**src/rtl/frpd_consts.vh**
```
/*
  Constants for the resume, power-down and identification command block:
  opcodes, phase lengths, bus widths, state codes and timing figures.
  Assumes the includer runs on a 5 ns system clock; holds definitions only.
*/
// What this block does
// Resume 7Ah is taken only while suspended and not busy.
// Taken resume clears suspend at once; busy must rise within 200 ns.
// Resume with suspend clear or busy set changes nothing.
// Resume after a power loss during suspend is ignored.
// Host waits the suspend guard time after a resume before suspending.
// Power-down B9h runs only if chip select rises right after bit eight.
// Power-down follows within entry time; then only ABh is recognised.
// The block always leaves reset in normal operation.
// Plain ABh release: other commands wait out the wake time.
// ABh plus three dummy bytes repeats the device ID, MSB first.
// ABh release with ID read waits out the longer wake time.
// ABh is ignored while busy, leaving the running cycle alone.
// 90h with address 000000h returns manufacturer then device ID.
// Address 000001h swaps the order; the IDs alternate until deselect.
// 92h takes address and mode two bits per clock; IDs return likewise.
// Host drives the continuous read mode bits as Fxh.
// 94h takes address, mode, four dummy clocks; IDs return four-wide.
// 4Bh takes four dummy bytes then returns the 64-bit unique number.
// A taken suspend sets the suspend flag at once.
// Power loss while suspended clears the suspend flag.
// Command, address and mode bits are sampled on rising clock, MSB first.
// Chip select rising ends any ID read and floats the outputs.
`ifndef FRPD_CONSTS_VH
`define FRPD_CONSTS_VH

// Opcodes
`define FRPD_OP_RESUME     8'h7a
`define FRPD_OP_PWR_DOWN   8'hb9
`define FRPD_OP_RELEASE    8'hab
`define FRPD_OP_ID_SINGLE  8'h90
`define FRPD_OP_ID_DUAL    8'h92
`define FRPD_OP_ID_QUAD    8'h94
`define FRPD_OP_UNIQUE     8'h4b

// Link clocks before the first output bit, and address clocks
`define FRPD_CMD_LAST_BIT  6'd7
`define FRPD_PRE_SINGLE    6'd24
`define FRPD_PRE_DUAL      6'd16
`define FRPD_PRE_QUAD      6'd12
`define FRPD_PRE_RELEASE   6'd24
`define FRPD_PRE_UNIQUE    6'd32
`define FRPD_ADDR_SINGLE   6'd24
`define FRPD_ADDR_DUAL     6'd12
`define FRPD_ADDR_QUAD     6'd6

// Lane widths
`define FRPD_W1            3'd1
`define FRPD_W2            3'd2
`define FRPD_W4            3'd4

// Frame states
`define FRPD_ST_CMD        2'd0
`define FRPD_ST_PRE        2'd1
`define FRPD_ST_OUT        2'd2
`define FRPD_ST_SKIP       2'd3

// Power states
`define FRPD_PS_NORMAL     2'd0
`define FRPD_PS_ENTERING   2'd1
`define FRPD_PS_DOWN       2'd2
`define FRPD_PS_WAKING     2'd3

// Timing, in ns, and derived cycle counts at 200 MHz
`define FRPD_CLK_NS        5
`define FRPD_ENTRY_NS      3000
`define FRPD_WAKE_NS       3000
`define FRPD_WAKE_ID_NS    3500
`define FRPD_RESUME_NS     200
`define FRPD_ENTRY_CYC     (`FRPD_ENTRY_NS / `FRPD_CLK_NS)
`define FRPD_WAKE_CYC      ((`FRPD_WAKE_NS + `FRPD_CLK_NS - 1) / `FRPD_CLK_NS)
`define FRPD_WAKE_ID_CYC   ((`FRPD_WAKE_ID_NS + `FRPD_CLK_NS - 1) / `FRPD_CLK_NS)
`define FRPD_RESUME_CYC    (`FRPD_RESUME_NS / `FRPD_CLK_NS)
`define FRPD_TMR_W         10

`endif

```
**src/rtl/frpd_sync.v**
```verilog
/*
  Three-stage pin synchroniser. The filtered level only moves once the
  second and third stages agree. Assumes asynchronous inputs and i_rst
  synchronous to i_sys_clk.
*/
`timescale 1ns/100ps
module frpd_sync #(
  parameter       W    = 1,
  parameter [W-1:0] INIT = {W{1'b0}}
) (
  // Clock and reset
  input  wire         i_sys_clk,
  input  wire         i_rst,
  // Pins in, filtered level out
  input  wire [W-1:0] i_pin,
  output reg  [W-1:0] o_level
);

  reg [W-1:0] s1_reg;
  reg [W-1:0] s2_reg;
  reg [W-1:0] s3_reg;

  genvar g;
  generate
    for (g = 0; g < W; g = g + 1) begin : g_bit
      // Only s2 reads s1; the agreement check rides on s2 and s3
      always @(posedge i_sys_clk) begin
        if (i_rst) begin
          s1_reg[g]  <= INIT[g];
          s2_reg[g]  <= INIT[g];
          s3_reg[g]  <= INIT[g];
          o_level[g] <= INIT[g];
        end else begin
          s1_reg[g] <= i_pin[g];
          s2_reg[g] <= s1_reg[g];
          s3_reg[g] <= s2_reg[g];
          if (s2_reg[g] == s3_reg[g]) begin
            o_level[g] <= s3_reg[g];
          end
        end
      end
    end
  endgenerate

endmodule

```
**src/rtl/frpd_timer.v**
```verilog
/*
  Down-counting one-shot timer. A load restarts it; o_done pulses one cycle
  when the count runs out. Assumes counts of at least one.
*/
`timescale 1ns/100ps
`include "frpd_consts.vh"
module frpd_timer (
  // Clock and reset
  input  wire                   i_sys_clk,
  input  wire                   i_rst,
  // Control
  input  wire                   i_load,
  input  wire [`FRPD_TMR_W-1:0] i_count,
  // Status
  output reg                    o_running,
  output reg                    o_done
);

  reg [`FRPD_TMR_W-1:0] cnt_reg;

  // A reload while running simply restarts the wait
  always @(posedge i_sys_clk) begin
    if (i_rst) begin
      cnt_reg   <= {`FRPD_TMR_W{1'b0}};
      o_running <= 1'b0;
      o_done    <= 1'b0;
    end else if (i_load) begin
      cnt_reg   <= i_count;
      o_running <= 1'b1;
      o_done    <= 1'b0;
    end else if (o_running) begin
      cnt_reg   <= cnt_reg - {{(`FRPD_TMR_W-1){1'b0}}, 1'b1};
      o_done    <= (cnt_reg == {{(`FRPD_TMR_W-1){1'b0}}, 1'b1});
      o_running <= (cnt_reg != {{(`FRPD_TMR_W-1){1'b0}}, 1'b1});
    end else begin
      o_done <= 1'b0;
    end
  end

endmodule

```
**src/rtl/frpd_cmd.v**
```verilog
/*
  Serial-flash command block for resume, deep power-down, release and the
  identification reads. Samples chip select, link clock and the four data
  pins through synchronisers and finds link clock edges itself.
  Assumes the link clock runs well below a quarter of i_sys_clk, and that the
  erase/program sequencer owns busy and raises it after o_resume_go.
*/
`timescale 1ns/100ps
`include "frpd_consts.vh"
module frpd_cmd #(
  parameter [7:0]  MFR_ID    = 8'h5a,                 // Arbitrary value
  parameter [7:0]  DEV_ID    = 8'h3c,                 // Arbitrary value
  parameter [63:0] UNIQUE_ID = 64'h0123456789abcdef   // Arbitrary value
) (
  // Clock and reset
  input  wire       i_sys_clk,
  input  wire       i_rst,
  // Serial link pins; io0 is serial_in_pin, io1 the single-wide output
  input  wire       i_cs_n,
  input  wire       i_sclk,
  input  wire [3:0] i_io,
  output reg  [3:0] o_io,
  output reg  [3:0] o_io_oe,
  // Erase/program sequencer
  input  wire       i_busy,
  input  wire       i_suspend_set,
  input  wire       i_power_lost,
  output reg        o_suspend_flag,
  output reg        o_resume_go,
  // Power state
  output reg        o_powered_down,
  output reg        o_cmds_enabled
);

  // Lane width of each read command
  function [2:0] cmd_width;
    input [7:0] op;
    begin
      case (op)
        `FRPD_OP_ID_DUAL: cmd_width = `FRPD_W2;
        `FRPD_OP_ID_QUAD: cmd_width = `FRPD_W4;
        default:          cmd_width = `FRPD_W1;
      endcase
    end
  endfunction

  // Input clocks before output starts
  function [5:0] cmd_pre;
    input [7:0] op;
    begin
      case (op)
        `FRPD_OP_ID_DUAL: cmd_pre = `FRPD_PRE_DUAL;
        `FRPD_OP_ID_QUAD: cmd_pre = `FRPD_PRE_QUAD;
        `FRPD_OP_UNIQUE:  cmd_pre = `FRPD_PRE_UNIQUE;
        `FRPD_OP_RELEASE: cmd_pre = `FRPD_PRE_RELEASE;
        default:          cmd_pre = `FRPD_PRE_SINGLE;
      endcase
    end
  endfunction

  // Clock that carries the address LSB
  function [5:0] cmd_addr;
    input [7:0] op;
    begin
      case (op)
        `FRPD_OP_ID_DUAL: cmd_addr = `FRPD_ADDR_DUAL;
        `FRPD_OP_ID_QUAD: cmd_addr = `FRPD_ADDR_QUAD;
        default:          cmd_addr = `FRPD_ADDR_SINGLE;
      endcase
    end
  endfunction

  // Synchronised pins
  wire       cs_n_f;
  wire       sclk_f;
  wire [3:0] io_f;

  frpd_sync #(.W(2), .INIT(2'b01)) u_sync_ctl (
    .i_sys_clk (i_sys_clk),
    .i_rst     (i_rst),
    .i_pin     ({i_sclk, i_cs_n}),
    .o_level   ({sclk_f, cs_n_f})
  );

  frpd_sync #(.W(4), .INIT(4'h0)) u_sync_io (
    .i_sys_clk (i_sys_clk),
    .i_rst     (i_rst),
    .i_pin     (i_io),
    .o_level   (io_f)
  );

  // Edge detection on the filtered levels
  reg  sclk_prev_reg;
  reg  cs_prev_reg;
  wire sclk_rise = sclk_f & ~sclk_prev_reg & ~cs_n_f;
  wire sclk_fall = ~sclk_f & sclk_prev_reg & ~cs_n_f;
  wire cs_rise   = cs_n_f & ~cs_prev_reg;

  // Frame and power state
  reg  [1:0]  st_reg;
  reg  [5:0]  cnt_reg;
  reg  [7:0]  cmd_reg;
  reg  [7:0]  op_reg;
  reg  [2:0]  width_reg;
  reg         swap_reg;
  reg         extra_reg;
  reg         pd_req_reg;
  reg         rel_req_reg;
  reg  [63:0] data_reg;
  reg  [1:0]  pw_reg;
  reg  [1:0]  pw_next;

  wire [7:0]  op_next   = {cmd_reg[6:0], io_f[0]};
  wire [5:0]  cnt_inc   = cnt_reg + 6'd1;
  wire        pw_asleep = (pw_reg == `FRPD_PS_DOWN) || (pw_reg == `FRPD_PS_ENTERING);
  wire        resume_ok = o_suspend_flag & ~i_busy;
  wire        tmr_done;
  wire        tmr_load  = cs_rise & ((pd_req_reg & ~extra_reg) | rel_req_reg);
  wire [`FRPD_TMR_W-1:0] tmr_count;

  // Cycle counts are integer expressions; cut to the timer width on purpose
  wire [31:0] entry_cyc_w   = `FRPD_ENTRY_CYC;
  wire [31:0] wake_cyc_w    = `FRPD_WAKE_CYC;
  wire [31:0] wake_id_cyc_w = `FRPD_WAKE_ID_CYC;

  // Release wait depends on whether any link clock followed the opcode
  assign tmr_count = rel_req_reg ?
                     (extra_reg ? wake_id_cyc_w[`FRPD_TMR_W-1:0] :
                                  wake_cyc_w[`FRPD_TMR_W-1:0]) :
                     entry_cyc_w[`FRPD_TMR_W-1:0];

  frpd_timer u_timer (
    .i_sys_clk (i_sys_clk),
    .i_rst     (i_rst),
    .i_load    (tmr_load),
    .i_count   (tmr_count),
    .o_running (),
    .o_done    (tmr_done)
  );

  // Edge history
  always @(posedge i_sys_clk) begin
    if (i_rst) begin
      sclk_prev_reg <= 1'b0;
      cs_prev_reg   <= 1'b1;
    end else begin
      sclk_prev_reg <= sclk_f;
      cs_prev_reg   <= cs_n_f;
    end
  end

  // Power state transitions; reset lands in normal operation
  always @* begin
    pw_next = pw_reg;
    case (pw_reg)
      `FRPD_PS_NORMAL: begin
        if (tmr_load && !rel_req_reg) begin
          pw_next = `FRPD_PS_ENTERING;
        end
      end
      `FRPD_PS_ENTERING: begin
        if (tmr_load && rel_req_reg) begin
          pw_next = `FRPD_PS_WAKING;
        end else if (tmr_done) begin
          pw_next = `FRPD_PS_DOWN;
        end
      end
      `FRPD_PS_DOWN: begin
        if (tmr_load && rel_req_reg) begin
          pw_next = `FRPD_PS_WAKING;
        end
      end
      `FRPD_PS_WAKING: begin
        if (tmr_done) begin
          pw_next = `FRPD_PS_NORMAL;
        end
      end
      default: pw_next = `FRPD_PS_NORMAL;
    endcase
  end

  always @(posedge i_sys_clk) begin
    if (i_rst) begin
      pw_reg         <= `FRPD_PS_NORMAL;
      o_powered_down <= 1'b0;
      o_cmds_enabled <= 1'b1;
    end else begin
      pw_reg         <= pw_next;
      o_powered_down <= (pw_next != `FRPD_PS_NORMAL) && (pw_next != `FRPD_PS_WAKING);
      o_cmds_enabled <= (pw_next == `FRPD_PS_NORMAL);
    end
  end

  // Suspend flag: power loss wins, then a suspend set, then a resume clear
  always @(posedge i_sys_clk) begin
    if (i_rst) begin
      o_suspend_flag <= 1'b0;
      o_resume_go    <= 1'b0;
    end else begin
      o_resume_go <= 1'b0;
      if (i_power_lost) begin
        o_suspend_flag <= 1'b0;
      end else if (i_suspend_set) begin
        o_suspend_flag <= 1'b1;
      end else if (sclk_rise && st_reg == `FRPD_ST_CMD && cnt_reg == `FRPD_CMD_LAST_BIT &&
                   op_next == `FRPD_OP_RESUME && pw_reg == `FRPD_PS_NORMAL && resume_ok) begin
        o_suspend_flag <= 1'b0;
        o_resume_go    <= 1'b1;
      end
    end
  end

  // Frame engine: sample on rising link clock, drive on falling
  always @(posedge i_sys_clk) begin
    if (i_rst) begin
      st_reg      <= `FRPD_ST_CMD;
      cnt_reg     <= 6'd0;
      cmd_reg     <= 8'h00;
      op_reg      <= 8'h00;
      width_reg   <= `FRPD_W1;
      swap_reg    <= 1'b0;
      extra_reg   <= 1'b0;
      pd_req_reg  <= 1'b0;
      rel_req_reg <= 1'b0;
      data_reg    <= 64'h0;
      o_io        <= 4'h0;
      o_io_oe     <= 4'h0;
    end else if (cs_n_f) begin
      // Deselect ends every read and floats the pins
      st_reg      <= `FRPD_ST_CMD;
      cnt_reg     <= 6'd0;
      extra_reg   <= 1'b0;
      swap_reg    <= 1'b0;                          // No stale order into the next read
      pd_req_reg  <= 1'b0;
      rel_req_reg <= 1'b0;
      o_io_oe     <= 4'h0;
      o_io        <= 4'h0;
    end else if (sclk_rise) begin
      case (st_reg)
        `FRPD_ST_CMD: begin
          cmd_reg <= op_next;
          cnt_reg <= cnt_inc;
          if (cnt_reg == `FRPD_CMD_LAST_BIT) begin
            cnt_reg   <= 6'd0;
            op_reg    <= op_next;
            width_reg <= cmd_width(op_next);
            st_reg    <= `FRPD_ST_SKIP;
            if (pw_reg == `FRPD_PS_WAKING) begin
              st_reg <= `FRPD_ST_SKIP;
            end else if (op_next == `FRPD_OP_RELEASE) begin
              if (!i_busy) begin
                rel_req_reg <= pw_asleep;
                st_reg      <= `FRPD_ST_PRE;
              end
            end else if (pw_asleep) begin
              st_reg <= `FRPD_ST_SKIP;
            end else begin
              case (op_next)
                `FRPD_OP_PWR_DOWN:  pd_req_reg <= 1'b1;
                `FRPD_OP_ID_SINGLE: st_reg     <= `FRPD_ST_PRE;
                `FRPD_OP_ID_DUAL:   st_reg     <= `FRPD_ST_PRE;
                `FRPD_OP_ID_QUAD:   st_reg     <= `FRPD_ST_PRE;
                `FRPD_OP_UNIQUE:    st_reg     <= `FRPD_ST_PRE;
                default:            st_reg     <= `FRPD_ST_SKIP;
              endcase
            end
          end
        end
        `FRPD_ST_PRE: begin
          extra_reg <= 1'b1;
          cnt_reg   <= cnt_inc;
          if (cnt_inc == cmd_addr(op_reg)) begin
            swap_reg <= io_f[0];
          end
          if (cnt_inc == cmd_pre(op_reg)) begin
            st_reg <= `FRPD_ST_OUT;
            if (op_reg == `FRPD_OP_RELEASE) begin
              data_reg <= {8{DEV_ID}};
            end else if (op_reg == `FRPD_OP_UNIQUE) begin
              data_reg <= UNIQUE_ID;
            end else if (swap_reg || (cnt_inc == cmd_addr(op_reg) && io_f[0])) begin
              data_reg <= {4{DEV_ID, MFR_ID}};
            end else begin
              data_reg <= {4{MFR_ID, DEV_ID}};
            end
          end
        end
        default: begin
          extra_reg <= 1'b1;
        end
      endcase
    end else if (sclk_fall && st_reg == `FRPD_ST_OUT) begin
      // Rotating a 64-bit word repeats and alternates the IDs
      case (width_reg)
        `FRPD_W4: begin
          o_io     <= data_reg[63:60];
          o_io_oe  <= 4'hf;
          data_reg <= {data_reg[59:0], data_reg[63:60]};
        end
        `FRPD_W2: begin
          o_io     <= {2'b00, data_reg[63:62]};
          o_io_oe  <= 4'h3;
          data_reg <= {data_reg[61:0], data_reg[63:62]};
        end
        default: begin
          o_io     <= {2'b00, data_reg[63], 1'b0};
          o_io_oe  <= 4'h2;
          data_reg <= {data_reg[62:0], data_reg[63]};
        end
      endcase
    end
  end

endmodule

```
**config.mk**
```make
export PLATFORM = sky130hd
export DESIGN_NAME = frpd_cmd
export DESIGN_NICKNAME = d
export VERILOG_FILES = /design/src/rtl/frpd_sync.v /design/src/rtl/frpd_timer.v /design/src/rtl/frpd_cmd.v
export VERILOG_INCLUDE_DIRS = /design/src /design/src/rtl
export SDC_FILE = /design/constraint.sdc
export NUM_CORES = 1
export LEC_CHECK = 0
export ABC_AREA = 0
export ABC_CLOCK_PERIOD_IN_PS = 2600
export BUFFER_PORTS_ARGS = -buffer_cell sky130_fd_sc_hd__buf_4
export CAP_MARGIN = 25
export CORE_MARGIN = 2
export CORE_UTILIZATION = 30
export DETAILED_ROUTE_END_ITERATION = 12
export PLACE_DENSITY_LB_ADDON = 0.15
export SLEW_MARGIN = 20
export SYNTH_ARGS = -nofsm -noshare
export SYNTH_HDL_FRONTEND = slang
export SYNTH_SLANG_ARGS = --single-unit
```
**constraint.sdc**
```tcl
create_clock -name i_sys_clk -period 2.6 [get_ports i_sys_clk]
set_clock_uncertainty 0.2 [all_clocks]
set_input_delay 0.26 -clock i_sys_clk [delete_from_list [all_inputs] [get_ports i_sys_clk]]
set_output_delay 0.26 -clock i_sys_clk [all_outputs]
set_load 0.02 [all_outputs]
```
==> impl_metrics.toml, run 1 <==
[clock_tree]
cts_made_buffers = 17
cts_buffer_depth = 2
tritoncts = "yes"
clkLatencyLatePin_ps = 420
cts-root-buf = "clkbuf_16"
cts_num_sinks = 133
h-tree-depth = 4
clkSlewWorstSetupHoldPaths_ps = 60

[worst_hold_path]
hp-class = "in -> reg"
hold_start = "i_busy"

[final_layout]
fin_area_sq_um = 8850
drive_gt1_share_pct = 23.1
nets = 901
area_growth_syn_to_layout_pct = 29.3
n_antenna_cell = 0
largest_reg_flops = 64

[yosys]
ys_types = 65
synth.yosys.seq_area_share_pct = 38.9
yosysWarnings = 0
netlist_instances = 827
syn_area_sq_um = 6840
synth_area_per_cell_sq_um = 8.28
synth_top_flop_cell = "dfxtp_1"
synth_seq_cells = 133
synth_edf_count = 0
syn_nets = 847
synthArstFlopShare_pct = 0

[critical_path]
endpoint_kind = "register"
r2r_cells = 7
critical_path_class = "reg -> reg"
cp-endpoint = "data_reg[6]$_SDFFE_PP0P_"
r2r-start = "op_reg[5]$_SDFFE_PP0P_"
cp.required_ps = 2730
crit_arrival_ps = 2900
startpoint = "op_reg[5]$_SDFFE_PP0P_"
r2r_setup_slack_ps = -170
cp_max_fo = 5
reg2reg_to = "data_reg[6]$_SDFFE_PP0P_"
crit_path_start_kind = "register"

[outcome]
violations = "negative setup slack"
outcome = "finished, violations left"

[power]
power_density_nw_per_um2 = 479
leakage_uw = 0.00311
vdd_drop_max_mv = 0.352
p_total_uw = 4240

[floorplanning]
ios = 23
core_area_sq_um = 22500
initial_utilization_pct = 30.4
dieArea_sq_um = 24000
die_w_microns = 155
core.rowCount = 55
die_y_microns = 155

[place]
routabilityCongestion = 0.791
placed_cell_area_sq_um = 7810
place_hpwl_microns = 13200
port_buffers = 19

[global_route]
grt_pass1_wl_microns = 34600
antenna_found_initial = 0
grt_max_degree = 66
overflow = 0
grt_pass1_vias = 6299
grt.total_usage_pct = 17.8

[drt]
firstDrtPassIters = 5
drc = 0
avgViaCountPerCell = 5.69
drt_iter0_drc = 488
ant_nets = 0
num_vias = 6699
wirelength_microns = 21400
wl_per_cell_microns = 18.2

[sta]
fmax_mhz = 361
worst_slew_pin_slew_ps = 557
maxSlewViolCount = 0
hold_viol_final = 0
finalWorstSetupSlack_ps = -170
setup_viol = 60
period_share_pct = 107
rsz0062_at_grt = "true"
maxSlewHeadroom_pct = 62.5
fin_crit_ps = 2770

[flow_run]
drv_cap = 0
kinds of logic (layout without fill, tap and decap cells):
family | count (synthesis) | after routing | synth area share, %
compound gates | 319 | 319 | 32.9
mux | 3 | 3 | 0.439
fa+ha+maj | 9 | 9 | 1.65
flops | 133 | 133 | 38.9
buf+inv | 88 | 153 | 5.01
simple gates | 263 | 263 | 19.6
xor+xnor | 12 | 12 | 1.54
metrics by stage:
stage	setup TNS, ps	std cells	util [%]	worst slack (ps)	hold slack (ps)
final	-5410	1177	39.3	-170	55.8
after global routing	-12070	1177	39.3	-278	75.4
after CTS	-6860	1170	38.1	-202	43.7
after detailed placement	-7180	1128	34.7	-230	200
after global placement	-6980	1128	34.7	-185	200
after floorplan	-338	827	-	-34.5	136
final cells by class:
cell class,instances,area (sq um)
fill,2276,13700
multi-input combinational,606,4180
sequential,133,2680
timing repair buffer,112,1090
clock buffer,19,443
tap,285,357
clock inverter,11,63.8
inverter,11,41.3
worst max-delay path, cell delays in order (launching register included):
cell and delay [ps]:
dfxtp_2 340, or4b_4 570, or4_4 450, a21oi_4 160, o211a_4 220, a21oi_4 80, a221o_2 440, o31ai_1 220
layer usage:
layer | vias up | GRT usage, % | wire length [microns]
li1 | 3267 | - | -
met1 | 3231 | 24.6 | 10400
met2 | 179 | 28.3 | 9850
met3 | 22 | 3.26 | 845
met4 | 0 | 5.47 | 292
met5 | - | 0 | 0
power by group:
part,switching [uW],internal (uW),total [uW]
clock network,909,1220,2130
logic,47.1,23.6,70.8
registers,2.72,2040,2050
what timing repair did:
item / 4_1_cts / 5_1_grt
hold buffers: 6 / 0
resized for setup: 20 / 43
setup buffers: 3 / 8
pin swaps: 3 / 8
setup endpoints to repair: 66 / 68
hold endpoints to repair: 12 / 0
gates cloned: 3 / 2
layout by cell type, fill, tap and decap left out, drive strengths merged, types with 5 or more instances in the layout:
cell type,instances
nor3,16
dlygate4sd3,6
or4,5
nor2b,12
nand2b,7
o32ai,17
o21ai,33
o22ai,15
xor2,7
a221oi,16
inv,10
nand3,26
ha,9
clkinv,10
o31ai,7
nand4,13
nor3b,11
a22oi,6
o211a,14
a221o,45
nor2,45
a31oi,6
dfxtp,133
nor4b,6
nand2,94
buf,104
a21oi,121
clkbuf,21
o41ai,6
xnor2,5
nor4,9
worst min-delay path by stage:
stage	end	slack, ps	cells after the start
final	o_resume_go$_SDFF_PP0_	60	5
after global routing	o_resume_go$_SDFF_PP0_	80	5
after CTS	o_resume_go$_SDFF_PP0_	40	5
after detailed placement	u_sync_ctl.s2_reg[0]$_SDFF_PP1_	200	1
after global placement	u_sync_ctl.s2_reg[0]$_SDFF_PP1_	200	1
after floorplan	o_resume_go$_SDFF_PP0_	140	1
cell usage after synthesis, types with 10 or more instances:
cell type,count,share of area (%)
nor2_1,43,2.4
o32ai_1,17,2.2
nor2b_1,12,1.1
nand4_1,13,1.2
nand2_1,94,5.2
o22ai_1,15,1.4
o21ai_0,32,2.3
nor3b_1,10,1.1
dfxtp_1,133,39
a221o_1,45,6.6
nand3_1,26,1.9
a221oi_1,16,2.0
a21oi_1,120,8.8
clkbuf_1,60,3.3
nor3_1,16,1.2
o211a_1,14,2.0
Power figures use the tool's default switching activity.
==> run 2, diff against run 1 <==
Settings changed: CAP_MARGIN 25 to 0, PLACE_DENSITY_LB_ADDON 0.15 to default.
==> run 2 against run 1 <==
  * The run still ends with negative setup slack left
  * Final cell count fell by 0.17%
  * Critical path depth unchanged
  * Worst hold slack better by 17 ps
  * First-iteration DRC count is 14% higher
  * Wire length fell by 6.8%
  * Die area stayed put
  * Sequential share of layout area down 0.14 points
  * Power increased by 7.3%
  * Via count grew 1.2%
==> impl_metrics.toml, run 2 (synthesis gave the netlist of run 1 again) <==
[sta]
maxSlewHeadroom_pct = 61.7
fmax_mhz = 359
finalSetupTns_ps = -4940
maxSlewViolCount = 0
period_share_pct = 107
fin_crit_ps = 2790
setup_viol = 58
worst_slew_pin_slew_ps = 568
rsz0062_at_grt = "true"
hold_viol_final = 0
finalWorstSetupSlack_ps = -186

[clock_tree]
h-tree-depth = 4
cts_num_sinks = 133
cts_buffer_depth = 2
tritoncts = "yes"
cts_made_buffers = 17
cts-root-buf = "clkbuf_16"
clkSlewWorstSetupHoldPaths_ps = 50
clkLatencyLatePin_ps = 420

[drt]
wl_per_cell_microns = 17.0
ant_nets = 0
wirelength_microns = 20000
drc = 0
num_vias = 6777
drt_iter0_drc = 558
firstDrtPassIters = 8
avgViaCountPerCell = 5.77

[floorplanning]
core.rowCount = 55
die_y_microns = 155
ios = 23
dieArea_sq_um = 24000
die_w_microns = 155
initial_utilization_pct = 30.4
core_area_sq_um = 22500

[critical_path]
cp_slowest_stage_delay_ps = 570
cp_max_fo = 5
crit_path_start_kind = "register"
crit_arrival_ps = 2910
cp.required_ps = 2730
endpoint_kind = "register"
critical_path_class = "reg -> reg"
critPathTopFamily = "compound AO/OA/AOI/OAI gates"
crit_chain = "or4b_4 -> or4_4 -> a21oi_4 -> o211a_4 -> a21oi_4 -> a221o_2 -> o31ai_2"
cp_num_buf_inv = 0
critical_path.slowest_cell = "or4b_4"
path_common_cell = "a21oi_4"

[place]
port_buffers = 19
routabilityCongestion = 0.807
placed_cell_area_sq_um = 7790
place_hpwl_microns = 12100

[global_route]
antenna_found_initial = 0
grt_pass1_vias = 6210
grt_busiest_layer = "met2"
use_met3_pct = 3.12
grtUsageMet1_pct = 22.1
grt_pass1_wl_microns = 32000
grt.total_usage_pct = 16.2
overflow = 0
grt_use_met2_pct = 25.5
grt_max_degree = 70

[power]
power_density_nw_per_um2 = 512
vdd_drop_max_mv = 0.370
leakage_uw = 0.00313

[final_layout]
area_growth_syn_to_layout_pct = 29.8
nets = 897
final_util_pct = 39.5
layout_commonest_cell = "dfxtp_1"
mostFrequentLayoutCells = "126 x dfxtp_1, 119 x a21oi_1, 92 x nand2_1, 84 x buf_4, 44 x a221o_1"
drive_gt1_share_pct = 22.6
largest_reg_flops = 64
n_antenna_cell = 0
fin_area_sq_um = 8890

[worst_hold_path]
hp-class = "in -> reg"

[outcome]
outcome = "finished, violations left"
violations = "negative setup slack"

[flow_run]
drv_cap = 0
[run 2: cell types whose count changed in the layout (fill, tap and decap cells not counted), sizes merged, moves of 3 or more]
cell,previous run,this run
clkbuf,21,25
buf,104,99
bufinv,0,3
clkinv,10,7
[run 2: cell type report]
cell class	count	area (sq um)
Sequential cell	133	2670
Fill cell	2225	13600
Tap cell	285	357
Inverter	11	41.3
Clock inverter	11	151
Multi-Input combinational cell	606	4140
Clock buffer	21	450
Timing Repair Buffer	108	1070
[run 2: per-stage QoR]
stage                     setup slack [ps]  hold slack, ps  instances  power, uW
after floorplan                      -34.5             136        827       2130
after global placement                -152             193       1126       2150
after detailed placement              -252             194       1126       2150
after CTS                             -148            50.2       1167       4610
after global routing                  -267            78.9       1175       4700
final                                 -186            73.0       1175       4550
[run 2: final timing paths]
path / from / to / slack (ps) / cells past startpoint
max reg2reg: op_reg[5]$_SDFFE_PP0P_ / data_reg[6]$_SDFFE_PP0P_ / -190 / 7
min: i_busy / o_resume_go$_SDFF_PP0_ / 70 / 5
min reg2reg: u_sync_ctl.s1_reg[0]$_SDFF_PP1_ / u_sync_ctl.s2_reg[0]$_SDFF_PP1_ / 210 / 1
max: op_reg[5]$_SDFFE_PP0P_ / data_reg[6]$_SDFFE_PP0P_ / -190 / 7
[run 2: where the power goes]
group	leakage, uW	switching (uW)	internal (uW)
sequential	0.00108	2.45	2040
clock	0.000292	900	1540
combinational	0.00176	47.1	22.7
total	0.00313	949	3600
[run 2: what timing repair did]
action                                  in CTS  in global routing
setup buffers                                2                  4
resized for setup                           18                 30
hold buffers                                 5                  0
endpoints found under the hold margin        5                  0
endpoints found under the setup margin      65                 67
gates cloned                                 2                  4
pin swaps                                    2                 14
[run 2: tightest hold or removal path, cell delays in order]
cell and delay, ps:
buf_4 90, nor2_1 30, nand3_1 80, nor4_2 50, nor3b_1 130
[run 2: layer usage]
metal / up-vias / routed length [microns]
met5: - / 0
met4: 0 / 388
met3: 36 / 1220
met2: 246 / 9140
met1: 3237 / 9230
li1: 3258 / -
==> run 3, diff against run 2 <==
Settings changed: ABC_CLOCK_PERIOD_IN_PS 2600 to 3300.
Clock period 2.6 ns to 3.3 ns, I/O delays scaled along.
==> run 3 against run 2 <==
  * The flow now finishes without violations
  * Sequential share of layout area up 3.2 points
  * Combinational power shrank 26%
  * Fmax is 12% lower
  * Power fell by 24%
  * Critical path depth is 1 higher
  * Core utilization down 3.9 points
  * Global-route usage is 0.49 points lower
  * Non-clock buffer count decreased by 50
  * Sequential cell count unchanged
  * Clock power is 26% lower
  * Worst hold slack improved by 47 ps
  * Final cell count is 4.3% lower
  * Largest cell class unchanged
==> impl_metrics.toml, run 3 (synthesis gave the netlist of run 1 again) <==
[power]
p_total_uw = 3480
vdd_drop_max_mv = 0.341
leakage_uw = 0.00273
power_density_nw_per_um2 = 434

[place]
dp.cells = 1088
port_buffers = 19
place_hpwl_microns = 11700
routabilityCongestion = 0.807

[sta]
fmax_mhz = 316
rsz0062_at_grt = "false"
setup_viol = 0
finalSetupTns_ps = 0
hold_viol_final = 0
maxSlewHeadroom_pct = 53.2
maxSlewViolCount = 0
worst_slew_pin_slew_ps = 702
fin_crit_ps = 3170
period_share_pct = 95.9

[global_route]
overflow = 0
grt.total_usage_pct = 15.7
antenna_found_initial = 0
grt_pass1_vias = 5913
grt_pass1_wl_microns = 31200
grt_max_degree = 70

[critical_path]
critical_path_class = "reg -> reg"
crit_path_start_kind = "register"
crit_arrival_ps = 3290
endpoint_kind = "register"
cp_max_fo = 6
cp.required_ps = 3420

[final_layout]
regArea_sq_um = 2660
fillCellCount = 2327
layout_commonest_cell = "dfxtp_1"
mostFrequentLayoutCells = "133 x dfxtp_1, 120 x a21oi_1, 94 x nand2_1, 49 x buf_4, 45 x a221o_1"
fin_cells = 1125
area_growth_syn_to_layout_pct = 16.9
largest_reg_flops = 64
nets = 847
n_antenna_cell = 0
drive_gt1_share_pct = 13.5
multiInputGateArea_sq_um = 3880

[floorplanning]
die_y_microns = 155
core.rowCount = 55
die_w_microns = 155
dieArea_sq_um = 24000
core_area_sq_um = 22500
initial_utilization_pct = 30.4
ios = 23

[clock_tree]
h-tree-depth = 4
cts-root-buf = "clkbuf_16"
cts_buffer_depth = 2
clkSlewWorstSetupHoldPaths_ps = 60
cts_made_buffers = 17
cts_num_sinks = 133
clkLatencyLatePin_ps = 420
tritoncts = "yes"
postCtsSetupRepairBufs = 0

[drt]
num_vias = 6458
firstDrtPassIters = 6
drc = 0
drt_iter0_drc = 597
wl_per_cell_microns = 16.8
ant_nets = 0
avgViaCountPerCell = 5.74
wirelength_microns = 19000

[worst_hold_path]
hp-class = "in -> reg"

[outcome]
outcome = "complete, no violations"

[flow_run]
drv_cap = 0
run 3: power breakdown:
| group | switching, uW | total (uW) | internal (uW) | leakage, uW |
|---|---|---|---|---|
| sequential | 2.55 | 1610 | 1610 | 0.00107 |
| combinational | 35.8 | 51.6 | 15.8 | 0.00139 |
| clock | 734 | 1810 | 1080 | 0.000266 |
run 3: path summary, 6_finish.rpt:
kind,startpoint,to,slack (ps),cells after the start
max,op_reg[5]$_SDFFE_PP0P_,data_reg[6]$_SDFFE_PP0P_,130,8
min,i_busy,o_resume_go$_SDFF_PP0_,120,5
max reg2reg,op_reg[5]$_SDFFE_PP0P_,data_reg[6]$_SDFFE_PP0P_,130,8
min reg2reg,u_sync_io.s1_reg[0]$_SDFF_PP0_,u_sync_io.s2_reg[0]$_SDFF_PP0_,240,1
run 3: timing repair:
item	in CTS	in global routing
resized for setup	0	2
endpoints found under the setup margin	0	24
hold endpoints to repair	5	0
hold buffers	5	0
run 3: through the flow:
stage	hold slack, ps	area [sq um]	util, %	setup WS [ps]
2_1_floorplan	189	6840	-	452
3_3_place_gp	218	7380	32.8	208
3_5_place_dp	230	7380	32.8	149
4_1_cts	116	7990	35.5	145
5_1_grt	163	8000	35.6	5.07
6_report	120	8000	35.6	134
run 3: per-layer routing:
metal | part of all wire, % | GRT usage, % | vias to the layer above
li1 | - | - | 3158
met1 | 47 | 21.3 | 3083
met2 | 47 | 25.6 | 194
met3 | 4.9 | 2.65 | 23
met4 | 1.5 | 5.11 | 0
met5 | 0 | 0 | -
run 3: worst max-delay path, stage by stage (launching register included):
cell and delay [ps]:
dfxtp_1 320, buf_4 150, or4b_4 500, or4_1 510
a21oi_1 240, o211a_1 270, a21oi_2 130, a221o_1 490
o31ai_1 270
run 3: area by class of cell:
class	instances	area share, %
sequential	133	33.3
clock inverter	11	1.27
clock buffer	21	5.75
timing repair buffer	58	6.22
multi-input combinational	606	48.5
inverter	11	0.516
tap	285	4.46
